===== src/verilog/socket_id_status_consts.svh =====
// Offsets, field positions, reset values and timing counts of the socket identification and status registers.
// Function
// RULE_01: Bits 7-6 of the identification register return a fixed interface-kind code and ignore writes.
// RULE_02: Bits 5-4 of the identification register are plain read/write storage that returns the last value written.
// RULE_03: Bits 3-0 of the identification register are a read/write compatibility revision that reloads its default on reset.
// RULE_04: The identification register sits at index 00h for socket A and 40h for socket B.
// RULE_05: The interface status register decodes at index 01h for socket A, 41h for socket B and at 801h of the socket space.
// RULE_06: The interface status register is read-only, bit 7 reads zero and writes change nothing.
// RULE_07: Status bit 6 reads 1 while socket power is programmed on and 0 while it is off, as after reset.
// RULE_08: Status bit 5 shows the live level of the card ready line.
// RULE_09: Status bit 4 shows the write-protect input, 1 for a read-only card.
// RULE_10: Status bit 3 shows the inverse of the second card-detect input.
// RULE_11: Status bit 2 shows the inverse of the first card-detect input.
// RULE_12: For a memory card, status bit 1 shows the second battery-detect line and bit 0 the first.
// RULE_13: For an I/O card, status bit 1 shows the speaker output and bit 0 the status-change output.
// RULE_14: After reset, status bits 7-6 read zero while the other bits follow the socket pins.
// RULE_15: The socket counts as powered when the supply request field is 10 or 11, unpowered for 00 and 01.
// RULE_16: The card-kind select bit, 0 memory and 1 I/O, chooses how status bits 1-0 are read.
// RULE_17: Socket inputs are passed through a two-stage synchroniser before they reach the status register.
`ifndef SOCKET_ID_STATUS_CONSTS_SVH
`define SOCKET_ID_STATUS_CONSTS_SVH

`define IDX_IDENT        7'h00
`define IDX_STATUS       7'h01
`define IDX_SOCKET_B     7'h40
`define CB_STATUS_OFFSET 12'h801

`define IDENT_KIND_MSB   7
`define IDENT_KIND_LSB   6
`define IDENT_STORE_MSB  5
`define IDENT_STORE_LSB  0
`define IDENT_RESERVED_BITS_RESET 2'h0

`define STAT_RESERVED_BITS_BIT    7
`define STAT_POWER_BIT   6
`define STAT_READY_BIT   5
`define STAT_WP_BIT      4
`define STAT_DETB_BIT    3
`define STAT_DETA_BIT    2
`define STAT_BATB_BIT    1
`define STAT_BATA_BIT    0

`define SYNC_STAGES      2

`endif


===== src/verilog/socket_id_status_pkg.sv =====
// Types shared by the socket identification and status register logic.
package socket_id_status_pkg;

  // Raw socket lines of one slot; the two detect lines are active low at the pin.
  typedef struct packed {
    logic ready;
    logic writeProtect;
    logic detectBPin;
    logic detectAPin;
    logic batteryDetectB;
    logic batteryDetectA;
    logic speakerOut;
    logic statusChangeOut;
  } socket_pins_s;

  // Result of decoding one register index.
  typedef struct packed {
    logic hit;
    logic sock;
    logic isStatus;
  } reg_sel_s;

endpackage


===== src/verilog/socket_id_and_status_regs.sv =====
// Identification and interface status registers for the two card sockets.
`timescale 1ns/1ps
`include "socket_id_status_consts.svh"
module socket_id_and_status_regs #(
  parameter int         NUM_SOCKETS  = 2,
  parameter logic [1:0] IFACE_KIND   = 2'h3,  // Value is arbitrary.
  parameter logic [3:0] REV_DEFAULT  = 4'h1   // Value is arbitrary.
) (
  input  wire logic                                          clk_sys,
  input  wire logic                                          srst,
  input  wire logic [11:0]                                   regAddr,
  input  wire logic                                          regWr,
  input  wire logic                                          regRd,
  input  wire logic [7:0]                                    regWdata,
  output logic      [7:0]                                    regRdata,
  output logic                                               regRdValid,
  input  wire logic                                          cbSocket,
  input  wire logic [2*NUM_SOCKETS-1:0]                      supplyRequestField,
  input  wire logic [NUM_SOCKETS-1:0]                        cardKindSelect,
  input  wire socket_id_status_pkg::socket_pins_s [NUM_SOCKETS-1:0] socketPins
);

  localparam int PIN_W = $bits(socket_id_status_pkg::socket_pins_s);

  // Map as software sees it, per socket, with socket B sitting 40h above socket A.
  //   Index 00h is the identification byte: fixed kind code in 7-6, free storage in 5-4, revision in 3-0.
  //   Index 01h is the interface status byte, built live and never stored.
  //   Index 801h is the same status byte for whichever socket cbSocket names.
  // Every other index reads zero and swallows writes, so a stray host access cannot disturb anything.
  // With a single socket the socket B indexes behave like any other unmapped index.
  // Status byte layout, most significant bit first.
  //   Bit 7 is always zero, 6 is socket powered, 5 is card ready, 4 is write protect.
  //   Bit 3 is the second detect seen low and bit 2 the first detect seen low.
  //   Bits 1-0 are the battery detect pair for a memory card, speaker and status change for an I/O card.
  // The pin bits lag the socket by the synchroniser depth, so software polling right after an insertion
  // may still see the old level for two clocks; that delay buys a read that is never metastable.
  // The power bit is not stored here: it is a decode of the supply request field, which the power
  // register outside this block clears on reset, and that is what makes bits 7-6 read zero then.

  // The index layout has room for exactly two sockets, 40h apart.
  if (NUM_SOCKETS < 1 || NUM_SOCKETS > 2)
  begin : g_bad_sockets
    $error("NUM_SOCKETS must be 1 or 2.");
  end

  // Eight mirrored lines fill the status byte; a different struct would silently shift every bit.
  if (PIN_W != 8)
  begin : g_bad_pins
    $error("The socket line group must be eight bits wide.");
  end

  // The pin latency that software is told about assumes exactly two synchroniser stages.
  if (`SYNC_STAGES != 2)
  begin : g_bad_sync
    $error("The pin synchroniser must have two stages.");
  end

  // The fixed kind code and the stored bits must tile the identification byte exactly.
  if ((`IDENT_KIND_MSB != 7) || (`IDENT_KIND_LSB != `IDENT_STORE_MSB + 1) || (`IDENT_STORE_LSB != 0))
  begin : g_bad_ident_map
    $error("The identification fields must cover bits 7 to 0 without overlap.");
  end

  // The reset word of the stored bits is the reserved pair followed by the revision.
  if ($bits(`IDENT_RESERVED_BITS_RESET) + $bits(REV_DEFAULT) != `IDENT_STORE_MSB - `IDENT_STORE_LSB + 1)
  begin : g_bad_ident_reset
    $error("The identification reset word must match the stored width.");
  end

  // Index decode, shared by the write and the read path so both agree on the map.
  function automatic socket_id_status_pkg::reg_sel_s decodeIndex(
    input logic [11:0] addr,
    input logic        cbSock
  );
    socket_id_status_pkg::reg_sel_s sel;
    sel = '0;
    if (addr == `CB_STATUS_OFFSET)
    begin
      sel.hit      = 1'b1;       // RULE_05
      sel.sock     = cbSock;
      sel.isStatus = 1'b1;
    end
    else if (addr[11:7] == 5'h00)
    begin
      sel.sock = addr[6];        // RULE_04
      if ((addr[6:0] & ~`IDX_SOCKET_B) == `IDX_IDENT)
      begin
        sel.hit = 1'b1;          // RULE_04
      end
      else if ((addr[6:0] & ~`IDX_SOCKET_B) == `IDX_STATUS)
      begin
        sel.hit      = 1'b1;     // RULE_05
        sel.isStatus = 1'b1;
      end
    end
    if (sel.hit && (NUM_SOCKETS == 1) && sel.sock)
    begin
      sel.hit = 1'b0;
    end
    return sel;
  endfunction

  socket_id_status_pkg::reg_sel_s wrSel;
  socket_id_status_pkg::reg_sel_s rdSel;
  logic [7:0] identRead  [2];
  logic [7:0] statusRead [2];

  assign wrSel = decodeIndex(regAddr, cbSocket);
  assign rdSel = wrSel;

  genvar gi;
  generate
    for (gi = 0; gi < 2; gi++)
    begin : g_sock
      if (gi < NUM_SOCKETS)
      begin : g_live
        logic [5:0]                          identStore_r;
        logic [PIN_W-1:0]                    pinsSynced;
        socket_id_status_pkg::socket_pins_s  pins;
        logic                                powered;

        pin_sync #(
          .WIDTH (PIN_W)
        ) u_sync (
          .clk_sys (clk_sys),
          .pinIn   (socketPins[gi]),
          .pinOut  (pinsSynced)
        );
        assign pins = pinsSynced;

        // Bits 5-0 are stored; the kind code above them has no storage at all.
        always_ff @(posedge clk_sys)
        begin
          if (srst)
          begin
            identStore_r <= {`IDENT_RESERVED_BITS_RESET, REV_DEFAULT}; // RULE_03
          end
          else if (regWr && wrSel.hit && !wrSel.isStatus && (wrSel.sock == 1'(gi)))
          begin
            identStore_r <= regWdata[`IDENT_STORE_MSB:`IDENT_STORE_LSB]; // RULE_02 RULE_03
          end
        end

        // The kind code is wired in at read time, so no write can ever reach it.
        always_comb
        begin
          identRead[gi]                                    = 8'h00;
          identRead[gi][`IDENT_KIND_MSB:`IDENT_KIND_LSB]   = IFACE_KIND;   // RULE_01
          identRead[gi][`IDENT_STORE_MSB:`IDENT_STORE_LSB] = identStore_r; // RULE_02 RULE_03
        end

        // Power is a decode of the supply request, which the power register clears on reset.
        assign powered = supplyRequestField[2*gi+1]; // RULE_15 RULE_07 RULE_14

        // Status is built live from synced pins; nothing in it can be written.
        always_comb
        begin
          statusRead[gi]                  = 8'h00;
          statusRead[gi][`STAT_RESERVED_BITS_BIT]  = 1'b0;              // RULE_06
          statusRead[gi][`STAT_POWER_BIT] = powered;           // RULE_07
          statusRead[gi][`STAT_READY_BIT] = pins.ready;        // RULE_08
          statusRead[gi][`STAT_WP_BIT]    = pins.writeProtect; // RULE_09
          statusRead[gi][`STAT_DETB_BIT]  = ~pins.detectBPin;  // RULE_10
          statusRead[gi][`STAT_DETA_BIT]  = ~pins.detectAPin;  // RULE_11
          if (cardKindSelect[gi])                               // RULE_16
          begin
            statusRead[gi][`STAT_BATB_BIT] = pins.speakerOut;      // RULE_13
            statusRead[gi][`STAT_BATA_BIT] = pins.statusChangeOut; // RULE_13
          end
          else
          begin
            statusRead[gi][`STAT_BATB_BIT] = pins.batteryDetectB;  // RULE_12
            statusRead[gi][`STAT_BATA_BIT] = pins.batteryDetectA;  // RULE_12
          end
        end
      end
      else
      begin : g_absent
        assign identRead[gi]  = 8'h00;
        assign statusRead[gi] = 8'h00;
      end
    end
  endgenerate

  // Read data is registered one cycle after the strobe; unmapped indexes read zero.
  always_ff @(posedge clk_sys)
  begin
    if (srst)
    begin
      regRdata <= 8'h00;
    end
    else if (regRd)
    begin
      if (!rdSel.hit)
      begin
        regRdata <= 8'h00;
      end
      else if (rdSel.isStatus)
      begin
        regRdata <= statusRead[rdSel.sock]; // RULE_05 RULE_06
      end
      else
      begin
        regRdata <= identRead[rdSel.sock];  // RULE_04
      end
    end
  end

  // One-cycle marker that regRdata holds a fresh answer.
  always_ff @(posedge clk_sys)
  begin
    if (srst)
    begin
      regRdValid <= 1'b0;
    end
    else
    begin
      regRdValid <= regRd;
    end
  end

endmodule // socket_id_and_status_regs


===== src/verilog/pin_sync.sv =====
// Two-stage synchroniser for a group of socket input lines.
`timescale 1ns/1ps
module pin_sync #(
  parameter int WIDTH = 8
) (
  input  wire logic             clk_sys,
  input  wire logic [WIDTH-1:0] pinIn,
  output logic      [WIDTH-1:0] pinOut
);

  logic [WIDTH-1:0] stage1_r;
  logic [WIDTH-1:0] stage2_r;

  // No reset here on purpose: the status bits must follow the pins straight after reset.
  always_ff @(posedge clk_sys)
  begin
    stage1_r <= pinIn;    // RULE_17
    stage2_r <= stage1_r; // RULE_17
  end

  assign pinOut = stage2_r;

endmodule // pin_sync


===== config.mk =====
export PLATFORM = sky130hd
export DESIGN_NAME = socket_id_and_status_regs
export DESIGN_NICKNAME = d
export VERILOG_FILES = /design/src/verilog/socket_id_status_pkg.sv /design/src/verilog/socket_id_and_status_regs.sv /design/src/verilog/pin_sync.sv
export VERILOG_INCLUDE_DIRS = /design/src /design/src/verilog
export SDC_FILE = /design/constraint.sdc
export NUM_CORES = 1
export LEC_CHECK = 0
export BUFFER_PORTS_ARGS = -buffer_cell sky130_fd_sc_hd__buf_4
export CORE_UTILIZATION = 45
export DETAILED_ROUTE_END_ITERATION = 6
export GPL_ROUTABILITY_DRIVEN = 0
export PLACE_DENSITY = 0.72
export SYNTH_ARGS = -nofsm -noshare
export SYNTH_HDL_FRONTEND = slang
export SYNTH_SLANG_ARGS = --single-unit

===== constraint.sdc =====
create_clock -name clk_sys -period 5.2 [get_ports clk_sys]
set_input_delay 0.52 -clock clk_sys [delete_from_list [all_inputs] [get_ports clk_sys]]
set_output_delay 0.52 -clock clk_sys [all_outputs]
set_load 0.02 [all_outputs]

==> impl_metrics.tcl <==
set metrics [dict create \
    powerDensity_nw_per_um2 312 \
    rows 22 \
    whs_path_depth 1 \
    wl_met1_um 1480 \
    drt-total-wl_um 3310 \
    yosys_warnings 0 \
    postSynthNetCount 199 \
    grt_max_degree 21 \
    grt_pass1_wl_um 5310 \
    grt_usage 0.169 \
    setup_viol 0 \
    instances_no_fill 254 \
    outcome "complete, no violations" \
    path_clk_slew_ns 0.09 \
    tns_ns 0 \
    detail-route-antenna-nets 0 \
    numClockSinks 53 \
    synthesis.area_um2 1790 \
    synth_area_leaders "dfxtp_1, mux2i_1, nor2_1" \
    dr.pass1.iters 4 \
    rrSetupSlack_ns 4.29 \
    cts_tree "built" \
    wire_per_inst_um 13.0 \
    grt_pass1_vias 1255 \
    drt_iter0_drc 18 \
    num_io_pins 56 \
    leakagePower_nw 1.01 \
    num_antenna_cells 0 \
    route.met3.wl_um 184 \
    synth_commonest_cells "dfxtp_1, mux2i_1, nor2_1" \
    root_buffer "clkbuf_8" \
    syn2layout_area_growth_pct 28.6 \
    seq_area_frac_synth 0.593 \
    fin_worst_skew_ns 0.00403 \
    worstRegToRegCells 4 \
    worstSkewPairLatency_ns 0.30 \
    io_buffers 51 \
    start_util 0.478 \
    cp.required_ns 5.39 \
    die_area_um2 4230 \
    wl_met2_um 1610 \
    cp-start-kind "input port" \
    layout.nets 252 \
    avgSynthCellArea_um2 11.8 \
    die_w_um 65.0 \
    crit_start "regAddr[3]" \
    highest_layer "met4" \
    drive_gt1_frac 0.350 \
    synth_edf_count 0 \
    relSlewSlack 0.325 \
    slew_viol_final 0 \
    finalHoldViolCount 0 \
    remaining_drc_errors 0 \
    maxCapViolCount 0 \
    core_area_um2 3740 \
    yosys_most_used_dff "dfxtp_1" \
    rsz0062_at_grt "false" \
    syn_inst 152 \
    postCtsSetupRepairBufs 0 \
    yosys.area.top_type "dfxtp_1" \
    ys_ff_latch 53 \
    end_kind "flop" \
    hp-start "socketPins[15]" \
    cts-htree-levels 2 \
    crit_type "input port to flop" \
    synth_top_area_frac 0.593 \
    yosysMostFrequentCell "dfxtp_1" \
    placed_cells 246 \
    ir_worst_vdd_v 0.000240 \
    synthArstFlopShare 0 \
    crit_arrival_ns 2.63 \
    fin_crit_sh 0.468 \
    die_h_um 65.0 \
    grt_overflow 0 \
    vias 1259 \
    yosysUniqueCellTypes 34 \
    hold_end "g_sock[1].g_live.u_sync.stage1_r[7]$_DFF_P_" \
    antenna_found_initial 0 \
    cts_made_buffers 5 \
    tightestPinTransition_ns 1.00 \
    min_path_type "input port to flop" \
    post_cts_resized 0 \
    fmax_mhz 411 \
    cts_hold_buf 0 \
    rr_startpoint "g_sock[1].g_live.u_sync.pinOut[0]$_DFF_P_" \
    cts_buffer_depth 2 \
    r2r-end "regRdata[0]$_SDFFE_PP0P_" \
    cp_max_fo 20 \
    place_hpwl_um 2520 \
    vias_per_cell 4.96 \
    period_minus_slack_ns 2.44 \
]
## worst max-delay path, cell delays in order
cell	delay, ns
buf_4	0.11
or4_4	0.58
nor4_4	0.89
mux2i_1	0.29
a2bb2oi_1	0.16
o21ai_1	0.08
## worst max path at each step
| stage | slack, ns | cells after the start | endpoint |
|---|---|---|---|
| floorplan | 3.12 | 6 | regRdata[5]$_SDFFE_PP0P_ |
| detailed placement | 2.40 | 6 | regRdata[4]$_SDFFE_PP0P_ |
| finish | 2.76 | 6 | regRdata[4]$_SDFFE_PP0P_ |
| CTS | 2.74 | 6 | regRdata[4]$_SDFFE_PP0P_ |
| global route | 2.62 | 6 | regRdata[5]$_SDFFE_PP0P_ |
| global placement | 2.47 | 6 | regRdata[5]$_SDFFE_PP0P_ |
## cell usage in the layout (no fill, tap or decap), types with 3 or more instances in the layout
| cell type | instances |
|---|---|
| o21ai_0 | 6 |
| nor3_1 | 3 |
| nand2_1 | 12 |
| dfxtp_1 | 53 |
| buf_4 | 51 |
| a21oi_1 | 3 |
| o211ai_1 | 3 |
| clkbuf_8 | 7 |
| mux2i_1 | 19 |
| nor2_1 | 16 |
## flip-flops by register name, summed over array words and instances, names as in the netlist
| name | flops |
|---|---|
| g_sock.g_live.u_sync.stage1_r | 16 |
| regRdValid | 1 |
| regRdata | 8 |
| g_sock.g_live.u_sync.pinOut | 16 |
| g_sock.g_live.identStore_r | 12 |
## power by group
| group | switching [mW] | leakage, nW | internal [mW] | total (mW) |
|---|---|---|---|---|
| clock network | 0.124 | 0.0549 | 0.123 | 0.247 |
| logic | 0.0196 | 0.513 | 0.0279 | 0.0475 |
| registers | 0.00302 | 0.439 | 0.419 | 0.422 |
| total | 0.147 | 1.01 | 0.570 | 0.717 |
## per-stage QoR
stage               setup WS, ns  hold WS, ns  total power [mW]   util  instance area [um^2]
floorplan                   3.12        0.310             0.448      -                  1790
CTS                         2.74        0.308             0.723  0.614                  2300
global route                2.62        0.298             0.744  0.614                  2300
finish                      2.76        0.316             0.717  0.614                  2300
global placement            2.47        0.310             0.477  0.586                  2190
detailed placement          2.40        0.312             0.480  0.586                  2190
## layout make-up
| class | instances | area, um^2 |
|---|---|---|
| Clock buffer | 7 | 96.3 |
| Multi-Input combinational cell | 92 | 682 |
| Clock inverter | 1 | 8.76 |
| Sequential cell | 53 | 1060 |
| Timing Repair Buffer | 51 | 383 |
| Fill cell | 336 | 1450 |
| Inverter | 2 | 7.51 |
| Tap cell | 48 | 60.1 |
## routing by layer
metal  GRT usage  vias to the layer above
li1            -                      641
met2       0.296                       39
met5           0                        -
met4      0.0761                        0
met3      0.0475                        4
met1       0.190                      575
## kinds of logic after synthesis
group                  count (synthesis)  synth area share
and+or+nand+nor                       46             0.169
muxes                                 20             0.113
DFF                                   53             0.593
AOI/OAI and AO/OA                     26            0.0994
buffers and inverters                  7            0.0252
Note: power is estimated with default switching activity, not from simulation.
